===== src/shared/sfdp_map_pkg.sv =====
// Constants and types shared by the protection-bit map decoder
package sfdp_map_pkg;
    localparam int SEC_NUM = 5;
    localparam logic [7:0] TYPE_4K = 8'h01;
    localparam logic [7:0] TYPE_8K = 8'h02;
    localparam logic [7:0] TYPE_32K = 8'h03;
    localparam logic [7:0] TYPE_64K = 8'h04;
    localparam logic [7:0] TYPE_LOC_BASE = 8'h4c;
    localparam logic [7:0] TYPE_LOC_STEP = 8'h02;
    localparam int SHIFT_8K = 13;
    localparam int SHIFT_32K = 15;
    localparam int SHIFT_64K = 16;
    localparam logic [7:0] ADD_ZERO = 8'h00;
    localparam logic [7:0] ADD_BOT8_START = 8'hff;
    localparam logic [7:0] ADD_BOT8_END = 8'h06;
    localparam logic [7:0] ADD_LO32 = 8'hfd;
    localparam logic [7:0] ADD_64_END = 8'hfc;
    localparam logic [7:0] ADD_HI32 = 8'hfe;
    localparam logic [7:0] ADD_TOP8_START = 8'h07;
    localparam logic [7:0] ADD_TOP8_END = 8'h0e;
    localparam logic [7:0] CNT_8K_LOG = 8'h02;
    localparam logic [7:0] CNT_32K_LOG = 8'h00;
    localparam logic [3:0] M_MIN = 4'h4;
    localparam logic [3:0] M_MAX = 4'h8;
    localparam logic [1:0] FLD_TYPE = 2'h0;
    localparam logic [1:0] FLD_COUNT = 2'h1;
    localparam logic [1:0] FLD_START = 2'h2;
    localparam logic [1:0] FLD_END = 2'h3;
    typedef enum logic [1:0] {S_IDLE, S_SCAN} scan_st_t;
endpackage


===== src/logic/sfdp_protect_bit_map_decoder.sv =====
// Section table store, default table source and block-to-bit query walker
`timescale 1ns/10ps
module sfdp_protect_bit_map_decoder
    import sfdp_map_pkg::*;
(
    input wire logic mclk_i,              // 100 MHz clock
    input wire logic resetn_i,            // Async reset, active low
    input wire logic [3:0] density_m_i,   // Density constant m, 4..8
    input wire logic load_default_i,      // Pulse: load own table for m
    input wire logic sec_wr_i,            // Pulse: write one section entry
    input wire logic [2:0] sec_idx_i,     // Section written, 0..4
    input wire logic [7:0] type_field_i,  // Sector type byte
    input wire logic [7:0] count_field_i, // Number of sectors byte
    input wire logic [7:0] protect_bit_start_field_i, // Start adder byte
    input wire logic [7:0] protect_bit_end_field_i,   // End adder byte
    input wire logic [2:0] tbl_sec_i,     // Default table read: section
    input wire logic [1:0] tbl_fld_i,     // Default table read: field
    input wire logic query_i,             // Pulse: look up block_idx_i
    input wire logic [8:0] block_idx_i,   // Block index from address zero
    output logic tbl_byte_valid_o,        // Default table byte is valid
    output logic [7:0] tbl_byte_o,        // Default table byte
    output logic [7:0] type_loc_o,        // Size entry location of section
    output logic loaded_o,                // All sections written
    output logic busy_o,                  // Query walk in progress
    output logic ans_valid_o,             // Pulse: answer ready
    output logic ans_err_o,               // Answer is an error
    output logic [23:0] blk_size_o,       // Block size in bytes
    output logic [23:0] blk_base_o,       // Block base address
    output logic [8:0] wr_bit_o,          // Write-lock bit position
    output logic [8:0] rd_bit_o,          // Read-lock bit position
    output logic rd_bit_en_o              // Block has a read-lock bit
);
    typedef struct packed {
        scan_st_t st;
        logic [SEC_NUM-1:0][7:0] typ;
        logic [SEC_NUM-1:0][7:0] cnt;
        logic [SEC_NUM-1:0][7:0] bps;
        logic [SEC_NUM-1:0][7:0] bpe;
        logic [SEC_NUM-1:0] ld;
        logic [2:0] sec;
        logic [8:0] rem;
        logic [23:0] acc;
        logic tv;
        logic [7:0] tb;
        logic [7:0] tloc;
        logic av;
        logic ae;
        logic [23:0] sz;
        logic [23:0] ba;
        logic [8:0] wb;
        logic [8:0] rb;
        logic re;
    } state_t;

    state_t s_r;
    state_t s_nxt;

    // Two to the m
    function automatic logic [8:0] pow2m(input logic [3:0] m);
        pow2m = 9'h001 << m;
    endfunction

    // Block count of a section
    function automatic logic [8:0] blk_count(input logic [7:0] t, input logic [7:0] n,
                                             input logic [3:0] m);
        blk_count = 9'h000;
        if (t == TYPE_64K) begin
            blk_count = pow2m(m) - 9'h002;
        end else if (t == TYPE_8K || t == TYPE_32K) begin
            if (n < 8'h09) begin
                blk_count = 9'h001 << n[3:0];
            end
        end
    endfunction

    // Size of one block as a shift of one byte
    function automatic logic [4:0] size_shift(input logic [7:0] t);
        case (t)
            TYPE_8K: size_shift = 5'(SHIFT_8K);
            TYPE_32K: size_shift = 5'(SHIFT_32K);
            TYPE_64K: size_shift = 5'(SHIFT_64K);
            default: size_shift = 5'h00;
        endcase
    endfunction

    // Adder byte to protection bit position
    function automatic logic [8:0] bit_pos(input logic [7:0] c, input logic [3:0] m);
        if (c == ADD_ZERO) begin
            bit_pos = 9'h000;
        end else begin
            bit_pos = pow2m(m) + 9'h001 + {c[7], c};
        end
    endfunction

    // The device's own section table for density m
    function automatic logic [7:0] dflt(input logic [2:0] sc, input logic [1:0] f,
                                        input logic [3:0] m);
        logic [7:0] t;
        logic [7:0] n;
        logic [7:0] a;
        logic [7:0] b;
        t = TYPE_8K;
        n = CNT_8K_LOG;
        a = ADD_BOT8_START;
        b = ADD_BOT8_END;
        case (sc)
            3'h1: begin
                t = TYPE_32K;
                n = CNT_32K_LOG;
                a = ADD_LO32;
                b = ADD_LO32;
            end
            3'h2: begin
                t = TYPE_64K;
                n = {4'h0, m};
                a = ADD_ZERO;
                b = ADD_64_END;
            end
            3'h3: begin
                t = TYPE_32K;
                n = CNT_32K_LOG;
                a = ADD_HI32;
                b = ADD_HI32;
            end
            3'h4: begin
                a = ADD_TOP8_START;
                b = ADD_TOP8_END;
            end
            default: begin
            end
        endcase
        case (f)
            FLD_TYPE: dflt = t;
            FLD_COUNT: dflt = n;
            FLD_START: dflt = a;
            default: dflt = b;
        endcase
    endfunction

    logic m_ok;
    logic [7:0] cur_t;
    logic [8:0] cur_n;
    logic [4:0] cur_sh;
    logic [8:0] cur_bit;

    // Range check on m and the current section of the walk
    always_comb begin
        m_ok = (density_m_i >= M_MIN) && (density_m_i <= M_MAX);
        cur_t = s_r.typ[s_r.sec];
        cur_n = blk_count(cur_t, s_r.cnt[s_r.sec], density_m_i);
        cur_sh = size_shift(cur_t);
        cur_bit = bit_pos(s_r.bps[s_r.sec], density_m_i);
    end

    // Next-state logic
    always_comb begin
        s_nxt = s_r;
        s_nxt.av = 1'b0;
        // Default table read port
        s_nxt.tv = m_ok && (tbl_sec_i < 3'(SEC_NUM));
        s_nxt.tb = dflt(tbl_sec_i, tbl_fld_i, density_m_i);
        s_nxt.tloc = TYPE_LOC_BASE + TYPE_LOC_STEP * (s_nxt.tb - TYPE_4K);
        if (tbl_fld_i != FLD_TYPE) begin
            s_nxt.tloc = TYPE_LOC_BASE + TYPE_LOC_STEP * (dflt(tbl_sec_i, FLD_TYPE,
                         density_m_i) - TYPE_4K);
        end
        // Table loading, blocked while a walk runs
        if (s_r.st == S_IDLE) begin
            if (load_default_i && m_ok) begin
                for (int i = 0; i < SEC_NUM; i++) begin
                    s_nxt.typ[i] = dflt(3'(i), FLD_TYPE, density_m_i);
                    s_nxt.cnt[i] = dflt(3'(i), FLD_COUNT, density_m_i);
                    s_nxt.bps[i] = dflt(3'(i), FLD_START, density_m_i);
                    s_nxt.bpe[i] = dflt(3'(i), FLD_END, density_m_i);
                end
                s_nxt.ld = '1;
            end else if (sec_wr_i && sec_idx_i < 3'(SEC_NUM)) begin
                s_nxt.typ[sec_idx_i] = type_field_i;
                s_nxt.cnt[sec_idx_i] = count_field_i;
                s_nxt.bps[sec_idx_i] = protect_bit_start_field_i;
                s_nxt.bpe[sec_idx_i] = protect_bit_end_field_i;
                s_nxt.ld[sec_idx_i] = 1'b1;
            end
        end
        case (s_r.st)
            S_IDLE: begin
                if (query_i && !load_default_i && !sec_wr_i) begin
                    if (&s_r.ld && m_ok) begin
                        s_nxt.st = S_SCAN;
                        s_nxt.sec = 3'h0;
                        s_nxt.rem = block_idx_i;
                        s_nxt.acc = 24'h000000;
                    end else begin
                        s_nxt.av = 1'b1;
                        s_nxt.ae = 1'b1;
                    end
                end
            end
            S_SCAN: begin
                // Each section is walked on its own even if its size recurs
                if (cur_sh == 5'h00 || cur_n == 9'h000) begin
                    s_nxt.st = S_IDLE;
                    s_nxt.av = 1'b1;
                    s_nxt.ae = 1'b1;
                end else if (s_r.rem < cur_n) begin
                    s_nxt.st = S_IDLE;
                    s_nxt.av = 1'b1;
                    s_nxt.ae = 1'b0;
                    s_nxt.sz = 24'h000001 << cur_sh;
                    s_nxt.ba = s_r.acc + (24'(s_r.rem) << cur_sh);
                    if (cur_t == TYPE_8K) begin
                        // Two bits per block: even one write lock, odd one read lock
                        s_nxt.wb = cur_bit + {s_r.rem[7:0], 1'b0};
                        s_nxt.rb = s_nxt.wb + 9'h001;
                        if (s_nxt.wb[0]) begin
                            s_nxt.rb = s_nxt.wb;
                            s_nxt.wb = s_nxt.wb + 9'h001;
                        end
                        s_nxt.re = 1'b1;
                    end else begin
                        s_nxt.wb = cur_bit + s_r.rem;
                        s_nxt.rb = 9'h000;
                        s_nxt.re = 1'b0;
                    end
                end else begin
                    s_nxt.rem = s_r.rem - cur_n;
                    s_nxt.acc = s_r.acc + 24'({cur_n, 16'h0000} >> (5'(16) - cur_sh));
                    s_nxt.sec = s_r.sec + 3'h1;
                    if (s_r.sec == 3'(SEC_NUM - 1)) begin
                        s_nxt.st = S_IDLE;
                        s_nxt.av = 1'b1;
                        s_nxt.ae = 1'b1;
                    end
                end
            end
            default: begin
                s_nxt.st = S_IDLE;
            end
        endcase
    end

    // State register
    always_ff @(posedge mclk_i or negedge resetn_i) begin
        if (!resetn_i) begin
            s_r <= '0;
        end else begin
            s_r <= s_nxt;
        end
    end

    // Outputs
    assign tbl_byte_valid_o = s_r.tv;
    assign tbl_byte_o = s_r.tb;
    assign type_loc_o = s_r.tloc;
    assign loaded_o = &s_r.ld;
    assign busy_o = (s_r.st == S_SCAN);
    assign ans_valid_o = s_r.av;
    assign ans_err_o = s_r.ae;
    assign blk_size_o = s_r.sz;
    assign blk_base_o = s_r.ba;
    assign wr_bit_o = s_r.wb;
    assign rd_bit_o = s_r.rb;
    assign rd_bit_en_o = s_r.re;
endmodule


===== config.mk =====
export PLATFORM = sky130hd
export DESIGN_NAME = sfdp_protect_bit_map_decoder
export DESIGN_NICKNAME = d
export VERILOG_FILES = /design/src/shared/sfdp_map_pkg.sv /design/src/logic/sfdp_protect_bit_map_decoder.sv
export SDC_FILE = /design/constraint.sdc
export NUM_CORES = 1
export LEC_CHECK = 0
export ABC_CLOCK_PERIOD_IN_PS = 8000
export BUFFER_PORTS_ARGS = -buffer_cell sky130_fd_sc_hd__buf_2
export CAP_MARGIN = 15
export CORE_MARGIN = 2
export CORE_UTILIZATION = 30
export CTS_CLUSTER_SIZE = 14
export DETAILED_ROUTE_END_ITERATION = 7
export MAX_ROUTING_LAYER = met4
export PLACE_DENSITY = 0.48
export REMOVE_ABC_BUFFERS = 1
export SLEW_MARGIN = 25
export SYNTH_ARGS = -nofsm -noshare
export SYNTH_HDL_FRONTEND = slang
export SYNTH_SLANG_ARGS = --single-unit

===== constraint.sdc =====
create_clock -name mclk_i -period 8 [get_ports mclk_i]
set_input_delay 1.6 -clock mclk_i [delete_from_list [all_inputs] [get_ports mclk_i]]
set_output_delay 1.6 -clock mclk_i [all_outputs]
set_load 0.005 [all_outputs]

Word-level counts from Yosys, hierarchy flattened --
Cells that the tools add are included.
Operators by class: eq/ne operators 17, mux-type cells 47, order comparisons 9, bitwise gates (word level) 2, shift operators 5, reduce and logical (&&, ||, !) cells 27, $add $sub $neg 15
Operator list (number):
- 165-bit 2-to-1 mux | 2
- 40-bit bitwise mux | 4
- 36-bit 2-to-1 mux | 4
- 8-bit binary-select mux with 3-bit select | 3
- 36-bit case mux with 2 select lines | 1
- 8-bit case mux with 4 select lines | 2
- 24-bit adder | 2
- 8-bit 2-to-1 mux | 5
- 9-bit 2-to-1 mux | 4
- 9-bit adder | 3
- 25-bit by 5-bit >> shifter with 24-bit output | 1
- 8-bit demux with 3-bit select | 1
- 8-bit case mux with 3 select lines | 1
- 1-bit by 5-bit left shift with 24-bit output (first input constant) | 1
- 9-bit by 5-bit left shift with 24-bit output | 1
- 2-bit 2-to-1 mux | 10
- 19-bit 2-to-1 mux | 1
- 9-bit by 1-bit adder with 9-bit output (second input constant) | 2
- 18-bit 2-to-1 mux | 1
- 1-bit by 4-bit left shift with 9-bit output (first input constant) | 2
- 7-bit by 8-bit adder with 8-bit output (first input constant) | 2
- 8-bit by 2-bit equality test with 1-bit output (second input constant) | 2
- 5-bit case mux with 3 select lines | 1
- 7-bit by 1-bit subtractor with 7-bit output (second input constant) | 2
- 41 further kinds | 64
Word-level totals: register bits 289

Depth between registers and ports, before layout --
depth in word-level cells 11, mapped depth 27, gate-level depth less buffers 23

Worst setup path after synthesis --
Ideal clock, no wire load.
kind in2reg, from in density_m_i[1], to reg s_r[109] (netlist bit), arrival 5.826 ns, stages on the path 24, required time 7.913 ns, setup time 0.087 ns, setup slack 2.088 ns, cells stage by stage clkbuf_1 nand2b_1 nor3_1 inv_1 ha_1 nor3_1 a21oi_1 o21ai_0 nand2_1 o21ai_0 nor2_1 o31a_1 nor2b_1 ha_1 a21oi_1 o211ai_1 a2111oi_0 nor2_1 a41oi_1 a31oi_1 a311oi_1 xnor2_1 nand3b_1 o211ai_1
On the way: longest elaborated chain between the ends 8, elaborated cells between the ends (all ways) 19, classes of those cells add/sub (2); order compare (3); eq/ne (3); shift (2); mux (4); reduce/logical (5)
RTL lines:
- start, declared | line sfdp_protect_bit_map_decoder.sv:8 | input wire logic [3:0] density_m_i,
- 1-bit by 4-bit left shift with 9-bit output | line sfdp_protect_bit_map_decoder.sv:60 | pow2m = 9'h001 << m;
- 9-bit by 2-bit subtractor with 9-bit output | line sfdp_protect_bit_map_decoder.sv:68 | blk_count = pow2m(m) - 9'h002;
- 9-bit 2-to-1 mux | line sfdp_protect_bit_map_decoder.sv:67 | if (t == TYPE_64K) begin
- 25-bit by 5-bit >> shifter with 24-bit output | line sfdp_protect_bit_map_decoder.sv:227 | s_nxt.acc = s_r.acc + 24'({cur_n, 16'h0000} >> (5'(16) - cur_sh));
- 24-bit adder | line sfdp_protect_bit_map_decoder.sv:227
- 36-bit 2-to-1 mux | line sfdp_protect_bit_map_decoder.sv:205 | end else if (s_r.rem < cur_n) begin
- 36-bit 2-to-1 mux | line sfdp_protect_bit_map_decoder.sv:201 | if (cur_sh == 5'h00 || cur_n == 9'h000) begin
- 36-bit case mux with 2 select lines | line sfdp_protect_bit_map_decoder.sv:185 | case (s_r.st)
- end signal, assigned | line sfdp_protect_bit_map_decoder.sv:247 | s_r <= s_nxt;
- end, declared | line sfdp_protect_bit_map_decoder.sv:55 | state_t s_r;
Parallel ways exist; a longest one is shown, timed or not. The select of a mux whose other input is x is not followed. A chain may end at the register's enable or synchronous reset.

Worst setup path after layout --
from reg s_r[120] (netlist bit), to reg s_r[109] (netlist bit)
On the way: longest elaborated chain between the ends 11, elaborated cells between the ends (all ways) 27, classes of those cells add/sub (2); order compare (2); eq/ne (5); shift (2); mux (11); reduce/logical (5)
RTL lines:
- parallel branches: the longest is 11 deep, another holds 24-bit adder
Several ways; the timed one is not identified. The select of a mux whose other input is x is not followed.

==> metrics.yaml <==
run_status:
  status: "complete, no violations"
placement:
  gp_routability_congestion: 0.889
  place_inst: 2326
  dp_hpwl_mm: 31.7
  port_buffers: 136
  detailedPlace.worstSlack_ps: 1160
layout:
  layout-drive-gt1-share_pct: 14.2
  nets: 1841
  fin_util_pct: 34.0
  instances_no_fill: 2386
  syn2layout_area_growth_pct: 12.4
  layout_commonest_cell: "dfrtp_1"
  final_cell_mix: "dfrtp_1, nand2_1, buf_2, o21ai_0, a21oi_1"
route:
  via_per_inst: 5.13
  drtPass1Iterations: 5
  wl_per_cell_um: 18.4
  drcViolationCount: 0
  routed_wl_mm: 43.9
  ant_nets: 0
  drt_iter0_drc: 706
  vias: 12200
critical_path:
  path_max_fanout: 33
  cp.required_ps: 8490
  reg2reg_from: "s_r[120]$_DFFE_PN0P_"
  r2r-end: "s_r[109]$_DFFE_PN0P_"
  cp-start-kind: "flip-flop"
  reg2reg_depth: 22
  crit_type: "flip-flop to flip-flop"
  r2r_slack_ps: 1360
  cp-end-kind: "flip-flop"
  cp.arrival_ps: 7130
die:
  die_area_um2: 52200
  initial_utilization_pct: 30.3
  rows: 82
  die_w_um: 229
  fp.dieH_um: 229
  pin_count: 146
  coreArea_um2: 50000
clock_tree:
  cts_inserted_buffers: 30
  cts.reportedPaths.clkPinSlew_ps: 60
  cts_sinks: 234
  cts_resized: 0
  post-cts-setup-buffer-count: 0
  ctsRootBufferMaster: "clkbuf_16"
  h-tree-depth: 1
  insertion_delay_ps: 600
  tritoncts: "done"
  ctsHoldBuffers: 0
  cts_buffer_depth: 3
global_routing:
  grt_max_degree: 167
  met3_usage_pct: 2.64
  grt_pass1_vias: 12100
  grt.busiest_layer: "met2"
  grt_pass1_wl_mm: 69.4
  gr-usage-met1_pct: 22.4
  grt_usage_pct: 17.1
  grt_use_met2_pct: 26.6
  antenna_found_initial: 3
  overflow: 0
sta:
  rsz0062_at_grt: "false"
  layout_min_cycle_time_ps: 6640
  setup_tns_ps: 0
  worst_pin_slew_ps: 996
  setup_viol: 0
  fmax_mhz: 151
  hold_viol_final: 0
  fin_ws_ps: 1360
  worst_clock_skew_ps: 29.9
  slew_viol_final: 0
  finalCritPeriodShare_pct: 83.0
  slew_headroom_pct: 33.4
logic_synthesis:
  netlist_area_um2: 15100
  yosys_warnings: 0
  async_flop_share_pct: 100
  ys_seq_area_share_pct: 38.7
  synth_area_leaders: "dfrtp_1, ha_1, nand2_1"
  synth_edf_count: 0
  synth_ff_type: "dfrtp_1"
  syn_inst: 1649
  avgSynthCellArea_um2: 9.17
  yosys.cell_types.count: 84
  yosys.area.top_type: "dfrtp_1"
  ys_ff_latch: 234
  netlist.area_leader.share_pct: 38.7
min_path:
  hold_class: "flip-flop to flip-flop"
  hp-start: "s_r[123]$_DFFE_PN0P_"
  min_to: "s_r[123]$_DFFE_PN0P_"
  whs_path_depth: 1
power_and_ir_drop:
  p_per_area_nw_per_um2: 257
  power.leakage_nw: 7.81
  ir_drop_uv: 162
job:
  cap_viol_max_count: 0
==> worst max-delay path, cell delays in order, from the launching register on <==
cell and delay, ps:
dfrtp_1 930, or2_1 600, a21boi_0 240, a211o_2 250
nand4bb_4 120, buf_4 250, nand4b_1 320, o22ai_1 340
nor2_1 70, a211oi_1 210, o21bai_1 220, and2_1 180
ha_1 230, a211oi_1 300, o211ai_1 180, a2111oi_0 590
nor2_1 160, a41oi_1 340, a31oi_1 230, a311oi_1 370
xnor2_1 180, nand3b_1 100, o211ai_1 100
==> state kept, by name (all words and copies together), names as in the netlist <==
name / flops
s_r: 162
ans_valid_o: 1
ans_err_o: 1
tbl_byte_o: 5
wr_bit_o: 9
blk_base_o: 24
rd_bit_o: 9
type_loc_o: 7
tbl_byte_valid_o: 1
blk_size_o: 15
==> layer usage <==
metal | vias up | share of wire [%]
li1 | 5924 | -
met1 | 5887 | 46
met2 | 341 | 45
met3 | 80 | 4.7
met4 | 0 | 3.6
met5 | - | 0
==> worst max-delay path by stage <==
stage	to	slack, ps	depth (start not counted)	start
floorplan	s_r[109]$_DFFE_PN0P_	1620	22	s_r[119]$_DFFE_PN0P_
global placement	s_r[109]$_DFFE_PN0P_	1200	24	density_m_i[1]
detailed placement	s_r[109]$_DFFE_PN0P_	1160	24	density_m_i[1]
CTS	s_r[109]$_DFFE_PN0P_	1370	22	s_r[120]$_DFFE_PN0P_
global route	s_r[109]$_DFFE_PN0P_	790	22	s_r[120]$_DFFE_PN0P_
finish	s_r[109]$_DFFE_PN0P_	1360	22	s_r[120]$_DFFE_PN0P_
==> final cells by class <==
cell class              count  area (um^2)
fillers                  5225        33000
multi-input cells        1213         8160
flip-flops and latches    234         5860
repair buffers            158          892
clock buffers              45          857
well taps                 672          841
clock inverters            10          200
inverters                  51          191
diodes                      3         7.51
==> logic make-up after synthesis <==
logic type	count (synthesis)	synth area share, %
and+or+nand+nor	518	16.6
AOI/OAI and AO/OA	470	21.4
DFF	234	38.7
buffers and inverters	210	7.66
adders and majority gates	95	8.16
xor gates and xnor gates	82	4.75
muxes	38	2.66
other	2	0.0496
==> per-stage QoR <==
stage / instance area, um^2 / power [mW] / hold slack [ps]
final: 17000 / 4.37 / 467
after detailed placement: 15900 / 2.95 / 453
after CTS: 17000 / 4.43 / 469
after floorplan: 14200 / 2.53 / 434
after global routing: 17000 / 4.68 / 489
after global placement: 15900 / 2.93 / 450
==> where the power goes <==
group	switching [mW]	internal (mW)	total, mW
sequential	0.112	1.32	1.43
combinational	0.860	0.640	1.50
clock	0.544	0.898	1.44
==> synth_stat cells, types with 39 or more instances <==
cell type and number:
buf_4 85, inv_1 49, nor2_1 96, dfrtp_1 234, xnor2_1 52, clkbuf_1 53, ha_1 89, a32o_1 42
a21oi_1 98, nand2b_1 39, o21ai_0 119, nand2_1 204
No activity file was read; power rests on OpenSTA's default activity.
